[config.mk]
export PLATFORM = sky130hd
export DESIGN_NAME = adc_ctrl
export DESIGN_NICKNAME = d
export VERILOG_FILES = /design/src/verilog/adc_ctrl.v /design/src/verilog/adc_sar.v
export VERILOG_INCLUDE_DIRS = /design/src /design/src/verilog
export SDC_FILE = /design/constraint.sdc
export NUM_CORES = 1
export LEC_CHECK = 0
export ABC_AREA = 1
export BUFFER_PORTS_ARGS = -buffer_cell sky130_fd_sc_hd__buf_2
export CORE_MARGIN = 2
export CORE_UTILIZATION = 35
export DETAILED_ROUTE_END_ITERATION = 10
export SLEW_MARGIN = 20
export SYNTH_ARGS = -nofsm -noshare
export SYNTH_HDL_FRONTEND = slang
export SYNTH_SLANG_ARGS = --single-unit
[constraint.sdc]
create_clock -name clk_i -period 8.51 [get_ports clk_i]
set_input_delay 1.702 -clock clk_i [delete_from_list [all_inputs] [get_ports clk_i]]
set_output_delay 1.702 -clock clk_i [all_outputs]
set_load 0.01 [all_outputs]
[src/verilog/adc_defines.vh]
// Register map, field positions, reset values and timing for the converter control.
`ifndef ADC_DEFINES_VH
`define ADC_DEFINES_VH

// Register byte offsets.
`define ADC_OFS_CTRL    8'h00
`define ADC_OFS_RESULT  8'h04
`define ADC_OFS_INJRES  8'h08
`define ADC_OFS_STATUS  8'h0c
`define ADC_OFS_MASK    8'h10
`define ADC_OFS_TIMING  8'h14

// Control register fields.
`define ADC_CTRL_CH_LSB   0
`define ADC_CTRL_MODE_LSB 4
`define ADC_CTRL_START    6
`define ADC_CTRL_BUSY     7
`define ADC_CTRL_WFR      8
`define ADC_CTRL_INJ      9
`define ADC_CTRL_PORT     10
`define ADC_CTRL_OVRSUSP  11
`define ADC_CTRL_INJCH    12

// Result registers: value field and channel field.
`define ADC_RES_CH_LSB    12

// Status and mask bits.
`define ADC_ST_DONE       0
`define ADC_ST_OVR        1
`define ADC_ST_INJ        2
`define ADC_ST_CAL        3
`define ADC_ST_W          4

// Mode encoding bits.
`define ADC_MODE_CONT     0
`define ADC_MODE_SCAN     1

// Reset values.
`define ADC_TIMING_RST    16'h0303
`define ADC_MASK_RST      4'h0

// Calibration length in CPU clock cycles.
`define ADC_CAL_CYCLES    40630

`endif

[src/verilog/adc_ctrl.v]
// Converter control: calibration, modes, overrun, injection and APB registers.
//
// The APB interface to the registers and the register offsets were decided locally.
`timescale 1ns/1ps
`include "adc_defines.vh"

// Overview of operation
// - After reset a self-calibration runs its full length with busy set.
// - No conversion starts during calibration; software polls busy first.
// - Each conversion yields a 10-bit result from one of 16+8 channels.
// - One control bit picks the first or second port channel group.
// - Sample time and conversion time are software programmable.
// - A result completing over an unread one raises an overrun interrupt.
// - Optionally the next conversion waits until the old result is read.
// - Single channel single mode converts once, stores, then stops.
// - Single channel continuous mode converts the channel over and over.
// - Scan single mode converts each selected channel once, storing each.
// - Scan continuous mode cycles the selected channels repeatedly.
// - Every stored result can trigger a transfer by interrupt or event.
// - Wait-for-read in continuous mode buffers the result and pauses.
// - Injection converts one channel between continuous ones, own register.
// - After an injection the continuous mode resumes unchanged.
// - Unused analog inputs stay usable as digital inputs.
module adc_ctrl #(
	parameter CAL_CYCLES = `ADC_CAL_CYCLES,
	parameter RES        = 10,
	parameter NCH        = 24
) (
	input  wire            clk_i,
	input  wire            rst_i,
	input  wire            psel_i,
	input  wire            penable_i,
	input  wire            pwrite_i,
	input  wire [7:0]      paddr_i,
	input  wire [31:0]     pwdata_i,
	output reg  [31:0]     prdata_o,
	output reg             pready_o,
	output reg             pslverr_o,
	input  wire            cmp_i,
	output wire            sample_o,
	output wire [RES-1:0]  trial_o,
	output reg  [4:0]      mux_sel_o,
	output reg  [NCH-1:0]  dig_en_o,
	output reg             xfer_req_o,
	output reg             irq_o
);

	////////////////////////////////////////////////////////////////////////
	// Register state.
	reg  [3:0]     ch_r;
	reg  [1:0]     mode_r;
	reg            run_r;
	reg            wfr_r;
	reg            port_r;
	reg            ovr_susp_r;
	reg  [3:0]     inj_ch_r;
	reg  [15:0]    timing_r;
	reg  [`ADC_ST_W-1:0] status_r;
	reg  [`ADC_ST_W-1:0] mask_r;
	reg  [RES-1:0] result_r;
	reg  [3:0]     result_ch_r;
	reg  [RES-1:0] inj_res_r;
	reg  [3:0]     inj_res_ch_r;
	reg  [RES-1:0] buf_r;
	reg  [3:0]     buf_ch_r;
	reg            hold_r;
	reg            pend_r;
	reg            inj_pend_r;
	reg            inj_act_r;
	reg  [3:0]     cur_ch_r;
	reg  [15:0]    cal_cnt_r;
	reg            cal_r;
	reg            start_r;
	reg            cmp_s1_r;
	reg            cmp_s2_r;
	wire           sar_busy;
	wire           sar_done;
	wire [RES-1:0] sar_res;

	////////////////////////////////////////////////////////////////////////
	// Maps a channel number inside the chosen group onto the analog mux.
	function [4:0] mux_of;
		input       port;
		input [3:0] ch;
		begin
			mux_of = port ? {2'b10, ch[2:0]} : {1'b0, ch};
		end
	endfunction

	////////////////////////////////////////////////////////////////////////
	// APB decode; the access phase always completes in its first cycle.
	wire acc    = psel_i & penable_i & pready_o;
	wire wr_acc = acc & pwrite_i;
	wire rd_acc = acc & ~pwrite_i;
	wire hit_ctrl = (paddr_i == `ADC_OFS_CTRL);
	wire hit_res  = (paddr_i == `ADC_OFS_RESULT);
	wire hit_stat = (paddr_i == `ADC_OFS_STATUS);
	wire mapped   = hit_ctrl | hit_res | hit_stat | (paddr_i == `ADC_OFS_INJRES)
	              | (paddr_i == `ADC_OFS_MASK) | (paddr_i == `ADC_OFS_TIMING);
	wire wr_ctrl  = wr_acc & hit_ctrl;
	wire rd_res   = rd_acc & hit_res;
	wire busy     = cal_r | run_r | sar_busy;
	wire cont     = mode_r[`ADC_MODE_CONT];
	wire scan     = mode_r[`ADC_MODE_SCAN];

	// Launch conditions. The cycles of a launch and of a finish are skipped, so that
	// the mux, the next channel and the run bit have settled first.
	// An injection ignores the read hold, since its result has its own register.
	wire idle     = ~cal_r & ~sar_busy & ~start_r & ~sar_done;
	wire can_go   = idle & ~hold_r;
	wire go_inj   = idle & inj_pend_r & run_r & cont;
	wire go_norm  = can_go & ~inj_pend_r & run_r
	              & ~(ovr_susp_r & pend_r);
	wire done_n   = sar_done & ~inj_act_r;
	wire done_i   = sar_done & inj_act_r;
	wire to_buf   = done_n & cont & wfr_r & pend_r & ~rd_res;
	wire store    = done_n & ~to_buf;
	wire ovr_evt  = store & pend_r & ~rd_res;

	////////////////////////////////////////////////////////////////////////
	// Comparator input from the analog side passes two flip-flops.
	always @(posedge clk_i or posedge rst_i)
	begin
		if (rst_i)
		begin
			cmp_s1_r <= 1'b0;
			cmp_s2_r <= 1'b0;
		end
		else
		begin
			cmp_s1_r <= cmp_i;
			cmp_s2_r <= cmp_s1_r;
		end
	end

	////////////////////////////////////////////////////////////////////////
	// Self-calibration window counted from reset release.
	always @(posedge clk_i or posedge rst_i)
	begin
		if (rst_i)
		begin
			cal_r     <= 1'b1;
			cal_cnt_r <= 16'h0000;
		end
		else if (cal_r)
		begin
			if (cal_cnt_r == CAL_CYCLES[15:0] - 16'h0001)
				cal_r <= 1'b0;
			else
				cal_cnt_r <= cal_cnt_r + 16'h0001;
		end
	end

	////////////////////////////////////////////////////////////////////////
	// Software configuration registers.
	always @(posedge clk_i or posedge rst_i)
	begin
		if (rst_i)
		begin
			ch_r       <= 4'h0;
			mode_r     <= 2'b00;
			wfr_r      <= 1'b0;
			port_r     <= 1'b0;
			ovr_susp_r <= 1'b0;
			inj_ch_r   <= 4'h0;
			timing_r   <= `ADC_TIMING_RST;
			mask_r     <= `ADC_MASK_RST;
		end
		else if (wr_acc)
		begin
			if (hit_ctrl)
			begin
				ch_r       <= pwdata_i[`ADC_CTRL_CH_LSB +: 4];
				mode_r     <= pwdata_i[`ADC_CTRL_MODE_LSB +: 2];
				wfr_r      <= pwdata_i[`ADC_CTRL_WFR];
				port_r     <= pwdata_i[`ADC_CTRL_PORT];
				ovr_susp_r <= pwdata_i[`ADC_CTRL_OVRSUSP];
				inj_ch_r   <= pwdata_i[`ADC_CTRL_INJCH +: 4];
			end
			if (paddr_i == `ADC_OFS_TIMING)
				timing_r <= pwdata_i[15:0];
			if (paddr_i == `ADC_OFS_MASK)
				mask_r <= pwdata_i[`ADC_ST_W-1:0];
		end
	end

	////////////////////////////////////////////////////////////////////////
	// Run control, channel sequencing and injection tracking.
	always @(posedge clk_i or posedge rst_i)
	begin
		if (rst_i)
		begin
			run_r      <= 1'b0;
			cur_ch_r   <= 4'h0;
			inj_pend_r <= 1'b0;
			inj_act_r  <= 1'b0;
		end
		else
		begin
			if (wr_ctrl & ~cal_r)
			begin
				run_r    <= pwdata_i[`ADC_CTRL_START];
				cur_ch_r <= pwdata_i[`ADC_CTRL_CH_LSB +: 4];
			end
			else if (done_n)
			begin
				if (scan & (cur_ch_r != 4'h0))
					cur_ch_r <= cur_ch_r - 4'h1;
				else if (cont)
					cur_ch_r <= ch_r;
				else
					run_r <= 1'b0;
			end
			if (go_inj)
			begin
				inj_pend_r <= 1'b0;
				inj_act_r  <= 1'b1;
			end
			else if (wr_ctrl & pwdata_i[`ADC_CTRL_INJ] & run_r & cont)
				inj_pend_r <= 1'b1;
			if (done_i)
				inj_act_r <= 1'b0;
		end
	end

	////////////////////////////////////////////////////////////////////////
	// Result, hold buffer and unread tracking; a new result beats a read.
	always @(posedge clk_i or posedge rst_i)
	begin
		if (rst_i)
		begin
			result_r     <= {RES{1'b0}};
			result_ch_r  <= 4'h0;
			inj_res_r    <= {RES{1'b0}};
			inj_res_ch_r <= 4'h0;
			buf_r        <= {RES{1'b0}};
			buf_ch_r     <= 4'h0;
			hold_r       <= 1'b0;
			pend_r       <= 1'b0;
		end
		else
		begin
			if (to_buf)
			begin
				buf_r    <= sar_res;
				buf_ch_r <= cur_ch_r;
				hold_r   <= 1'b1;
			end
			if (store)
			begin
				result_r    <= sar_res;
				result_ch_r <= cur_ch_r;
				pend_r      <= 1'b1;
			end
			else if (rd_res & hold_r)
			begin
				result_r    <= buf_r;
				result_ch_r <= buf_ch_r;
				hold_r      <= 1'b0;
				pend_r      <= 1'b1;
			end
			else if (rd_res & ~to_buf)
				pend_r <= 1'b0;
			if (done_i)
			begin
				inj_res_r    <= sar_res;
				inj_res_ch_r <= inj_ch_r;
			end
		end
	end

	////////////////////////////////////////////////////////////////////////
	// Sticky event bits: set wins over a write-one clear.
	wire [`ADC_ST_W-1:0] st_set = {cal_r & (cal_cnt_r == CAL_CYCLES[15:0] - 16'h0001),
	                               done_i, ovr_evt, store | (rd_res & hold_r)};
	wire [`ADC_ST_W-1:0] st_clr = (wr_acc & hit_stat) ? pwdata_i[`ADC_ST_W-1:0]
	                                                   : {`ADC_ST_W{1'b0}};
	always @(posedge clk_i or posedge rst_i)
	begin
		if (rst_i)
		begin
			status_r   <= {`ADC_ST_W{1'b0}};
			irq_o      <= 1'b0;
			xfer_req_o <= 1'b0;
		end
		else
		begin
			status_r   <= (status_r & ~st_clr) | st_set;
			irq_o      <= |(((status_r & ~st_clr) | st_set) & mask_r);
			xfer_req_o <= st_set[`ADC_ST_DONE];
		end
	end

	////////////////////////////////////////////////////////////////////////
	// Mux select follows the launch; digital buffers stay on for unused pins.
	genvar gi;
	generate
		for (gi = 0; gi < NCH; gi = gi + 1)
		begin : g_dig
			wire [31:0] idx_w = gi;
			wire [4:0] idx = idx_w[4:0];
			wire in_grp = port_r ? (idx[4:3] == 2'b10) : (idx[4] == 1'b0);
			wire [3:0] loc = port_r ? {1'b0, idx[2:0]} : idx[3:0];
			wire used = in_grp & ((scan ? (loc <= ch_r) : (loc == ch_r))
			          | (inj_pend_r | inj_act_r) & (loc == inj_ch_r));
			always @(posedge clk_i or posedge rst_i)
			begin
				if (rst_i)
					dig_en_o[gi] <= 1'b1;
				else
					dig_en_o[gi] <= ~(used & busy);
			end
		end
	endgenerate

	always @(posedge clk_i or posedge rst_i)
	begin
		if (rst_i)
			mux_sel_o <= 5'h00;
		else if (go_inj)
			mux_sel_o <= mux_of(port_r, inj_ch_r);
		else if (go_norm)
			mux_sel_o <= mux_of(port_r, cur_ch_r);
	end

	////////////////////////////////////////////////////////////////////////
	// Conversion engine, started one cycle after the mux has moved.
	always @(posedge clk_i or posedge rst_i)
	begin
		if (rst_i)
			start_r <= 1'b0;
		else
			start_r <= (go_inj | go_norm) & ~start_r;
	end

	adc_sar #(
		.RES          (RES)
	) u_sar (
		.clk_i        (clk_i),
		.rst_i        (rst_i),
		.start_i      (start_r),
		.sample_len_i (timing_r[7:0]),
		.bit_len_i    (timing_r[15:8]),
		.cmp_i        (cmp_s2_r),
		.sample_o     (sample_o),
		.trial_o      (trial_o),
		.busy_o       (sar_busy),
		.done_o       (sar_done),
		.result_o     (sar_res)
	);

	////////////////////////////////////////////////////////////////////////
	// Read data captured in the setup cycle; answer in the first access cycle.
	reg [31:0] rdata;
	always @*
	begin
		rdata = 32'h0000_0000;
		case (paddr_i)
			`ADC_OFS_CTRL:
			begin
				rdata[`ADC_CTRL_CH_LSB +: 4]   = ch_r;
				rdata[`ADC_CTRL_MODE_LSB +: 2] = mode_r;
				rdata[`ADC_CTRL_START]         = run_r;
				rdata[`ADC_CTRL_BUSY]          = busy;
				rdata[`ADC_CTRL_WFR]           = wfr_r;
				rdata[`ADC_CTRL_INJ]           = inj_pend_r | inj_act_r;
				rdata[`ADC_CTRL_PORT]          = port_r;
				rdata[`ADC_CTRL_OVRSUSP]       = ovr_susp_r;
				rdata[`ADC_CTRL_INJCH +: 4]    = inj_ch_r;
			end
			`ADC_OFS_RESULT:
			begin
				rdata[RES-1:0]                 = result_r;
				rdata[`ADC_RES_CH_LSB +: 4]    = result_ch_r;
			end
			`ADC_OFS_INJRES:
			begin
				rdata[RES-1:0]                 = inj_res_r;
				rdata[`ADC_RES_CH_LSB +: 4]    = inj_res_ch_r;
			end
			`ADC_OFS_STATUS: rdata[`ADC_ST_W-1:0] = status_r;
			`ADC_OFS_MASK:   rdata[`ADC_ST_W-1:0] = mask_r;
			`ADC_OFS_TIMING: rdata[15:0]          = timing_r;
			default:         rdata = 32'h0000_0000;
		endcase
	end

	always @(posedge clk_i or posedge rst_i)
	begin
		if (rst_i)
		begin
			prdata_o  <= 32'h0000_0000;
			pready_o  <= 1'b0;
			pslverr_o <= 1'b0;
		end
		else
		begin
			pready_o  <= psel_i & ~penable_i;
			pslverr_o <= psel_i & ~penable_i & ~mapped;
			if (psel_i & ~penable_i & ~pwrite_i)
				prdata_o <= rdata;
		end
	end

endmodule // adc_ctrl

[src/verilog/adc_sar.v]
// Successive-approximation engine: sample phase then one trial per result bit.
`timescale 1ns/1ps
module adc_sar #(
	parameter RES = 10
) (
	input  wire           clk_i,
	input  wire           rst_i,
	input  wire           start_i,
	input  wire [7:0]     sample_len_i,
	input  wire [7:0]     bit_len_i,
	input  wire           cmp_i,
	output reg            sample_o,
	output reg  [RES-1:0] trial_o,
	output reg            busy_o,
	output reg            done_o,
	output reg  [RES-1:0] result_o
);

	reg [7:0] cnt_r;
	reg [3:0] bit_r;

	////////////////////////////////////////////////////////////////////////
	// Sample for sample_len+1 cycles, then settle each trial bit_len+1 cycles.
	always @(posedge clk_i or posedge rst_i)
	begin
		if (rst_i)
		begin
			sample_o <= 1'b0;
			trial_o  <= {RES{1'b0}};
			busy_o   <= 1'b0;
			done_o   <= 1'b0;
			result_o <= {RES{1'b0}};
			cnt_r    <= 8'h00;
			bit_r    <= 4'h0;
		end
		else
		begin
			done_o <= 1'b0;
			if (!busy_o)
			begin
				if (start_i)
				begin
					busy_o   <= 1'b1;
					sample_o <= 1'b1;
					cnt_r    <= sample_len_i;
				end
			end
			else if (cnt_r != 8'h00)
				cnt_r <= cnt_r - 8'h01;
			else if (sample_o)
			begin
				// Hold the sample and put up the most significant trial.
				sample_o <= 1'b0;
				bit_r    <= RES[3:0] - 4'h1;
				trial_o  <= {1'b1, {(RES-1){1'b0}}};
				cnt_r    <= bit_len_i;
			end
			else
			begin
				// Keep the trial bit when the input is above the trial level.
				if (bit_r == 4'h0)
				begin
					result_o <= cmp_i ? trial_o : (trial_o & ~{{(RES-1){1'b0}}, 1'b1});
					busy_o   <= 1'b0;
					done_o   <= 1'b1;
					trial_o  <= {RES{1'b0}};
				end
				else
				begin
					trial_o       <= (cmp_i ? trial_o : (trial_o & ~({{(RES-1){1'b0}}, 1'b1}
					                 << bit_r))) | ({{(RES-1){1'b0}}, 1'b1} << (bit_r - 4'h1));
					bit_r         <= bit_r - 4'h1;
					cnt_r         <= bit_len_i;
				end
			end
		end
	end

endmodule // adc_sar

==> results_dict.tcl <==
set metrics [dict create \
    placementRows 59 \
    internal_power_mw 1.33 \
    yosys_most_used_dff "dfrtp_1" \
    final_area_um2 10500 \
    finalSetupTns_ps 0 \
    rsz0062_at_grt "no" \
    finalCritPeriodShare_pct 42.0 \
    power.leakage_nw 4.96 \
    min_period_ps 3570 \
    htreeDepth 4 \
    vias 7670 \
    syn_area_per_cell_um2 8.23 \
    setup_viol_count_final 0 \
    placed_area_um2 9960 \
    arrival_ps 3910 \
    p_clk_share_pct 45.0 \
    worstSetupStartpointType "input pin" \
    route.detailed.drc 0 \
    status "complete, no violations" \
    mostFrequentLayoutCells "nand2_1 (318), dfrtp_1 (163), o21ai_0 (122)" \
    area_growth_pct 13.5 \
    cts_buffers 17 \
    root_buffer "clkbuf_16" \
    max_freq_mhz 280 \
    coreArea_um2 26100 \
    grt_start_max_net_pins 133 \
    antenna_found_initial 0 \
    grt_pass1_wl_um 39500 \
    ys_seq_elements 192 \
    gp_congestion 0.838 \
    io_pins 122 \
    cts_max_path_buffers 2 \
    final_common_cell "nand2_1" \
    async_flop_share_pct 100 \
    power_density_nw_per_um2 169 \
    post_drt_wl_per_cell_um 15.4 \
    n_fill_cell 2670 \
    routed_wl_um 24000 \
    drv_slew 0 \
    ys_warn_count 0 \
    dieWidth_um 167 \
    maxSlewHeadroom_pct 34.5 \
    peakVddDrop_v 0.0000920 \
    via_per_inst 4.94 \
    clk_latency_ps 440 \
    cap_viol_max_count 0 \
    ys_seq_area_share_pct 52.1 \
    skew_ps 15.6 \
    netlist_area_um2 9290 \
    synth_edf_count 0 \
    synthCells 1129 \
    yosysUniqueCellTypes 41 \
    place_hpwl_um 17400 \
    nets 1264 \
    port_buffers 89 \
    initial_utilization_pct 35.7 \
    grt_usage_pct 17.7 \
    cp.required_ps 8850 \
    hp-class "reg2reg" \
    endpoint_kind "flip-flop" \
    cts_setup_buffers 0 \
    drtIter0Drc 618 \
    grt_pass1_vias 7426 \
    dieArea_um2 27900 \
    cts.sinks 192 \
    hold_viol_final 0 \
    utilization_pct 40.5 \
    cts_tree "yes" \
    ctsHoldBuffers 0 \
    power_frac_seq_pct 51.7 \
    antenna_cells 0 \
    p_comb_share_pct 3.4 \
    power_switching_mw 0.453 \
    drtPass1Iterations 9 \
    ant_nets 0 \
    dpl.cell_count 1521 \
    path_clk_slew_ps 90 \
    worstPathMaxFanout 31 \
    power.total_mw 1.78 \
    drive_gt1_share_pct 15.6 \
    final-seq-area_um2 4840 \
    swShare_pct 25.4 \
    multi_input_area_um2 3740 \
    worst_slew_pin_slew_ps 978 \
    die_y_um 167 \
    overflow 0 \
    cts_resized 0 \
    crit_type "in2reg" \
    final_cells 1553 \
]
-- per-layer routing --
metal / global-route usage (%) / up-vias / wire, um
li1: - / 3766 / -
met1: 24.4 / 3674 / 11200
met2: 28.3 / 201 / 11100
met3: 3.09 / 29 / 1060
met4: 6.33 / 0 / 632
met5: 0 / - / 0
-- stage by stage --
stage          hold slack, ps  worst slack (ps)
3_3_place_gp              332              4520
2_1_floorplan             331              1630
6_report                  358              4940
4_1_cts                   353              4950
5_1_grt                   361              4750
3_5_place_dp              336              4490
-- critical path, stage by stage --
cell,delay [ps]
buf_2,120
nor2_4,130
nand3_2,110
nor2_2,580
nand2_1,750
mux2_2,500
-- synthesized netlist by cell type, types with 10 or more instances --
cell | instances | area share, %
a21oi_1 | 38 | 2.0
o21ai_0 | 122 | 6.6
xor2_1 | 16 | 1.5
nand2_1 | 318 | 13
clkbuf_1 | 18 | 0.73
dfstp_2 | 29 | 8.2
o22ai_1 | 10 | 0.67
buf_2 | 10 | 0.54
buf_4 | 20 | 1.6
nand3_1 | 80 | 4.3
inv_1 | 122 | 4.9
ha_1 | 13 | 1.8
nor2_1 | 71 | 2.9
dfrtp_1 | 163 | 44
-- state kept, by name, indices dropped and copies added (netlist names), 5 cells and up --
signal          cells
inj_res_r          10
mux_sel_o           5
u_sar.trial_o      10
prdata_o           16
u_sar.cnt_r         8
buf_r              10
timing_r           16
dig_en_o           24
result_r           10
cal_cnt_r          16
u_sar.result_o     10
-- power groups by stage --
stage | Combinational, mW | Sequential, mW | Clock [mW]
floorplan | 0.0396 | 0.939 | 0
global placement | 0.0607 | 0.939 | 0
detailed placement | 0.0616 | 0.939 | 0
CTS | 0.0617 | 0.921 | 0.818
global route | 0.0681 | 0.922 | 0.860
finish | 0.0599 | 0.921 | 0.802
-- cell type report --
type	instances	share of cell area, %
clock buffer	17	4.04
clock inverter	15	1.52
inverter	129	4.66
multi-input combinational	774	35.5
sequential	192	45.9
tap	335	3.98
timing repair buffer	91	4.37
-- logic make-up after synthesis --
kind of cell	Yosys count	synth area share [%]
AOI/OAI and AO/OA	206	12.2
xor gates and xnor gates	20	1.89
adders and majority gates	13	1.75
buffers and inverters	178	8.21
DFF	192	52.1
muxes	1	0.121
other	1	0.0404
and+or+nand+nor	518	23.7
-- path summary, 6_finish.rpt --
| path | from | endpoint | slack, ps | depth (start not counted) |
|---|---|---|---|---|
| setup / recovery | paddr_i[1] | timing_r[7] | 4940 | 6 |
| max in group asynchronous | rst_i | inj_ch_r[1] | 5710 | 3 |
| hold / removal | cmp_s1_r | cmp_s2_r | 360 | 0 |
| setup reg to reg | u_sar.cnt_r[0] | u_sar.cnt_r[0] | 6060 | 11 |
| hold reg to reg | cmp_s1_r | cmp_s2_r | 360 | 0 |
| min in group asynchronous | rst_i | cmp_s1_r | 1430 | 2 |
Note: power is estimated with default switching activity, not from simulation.
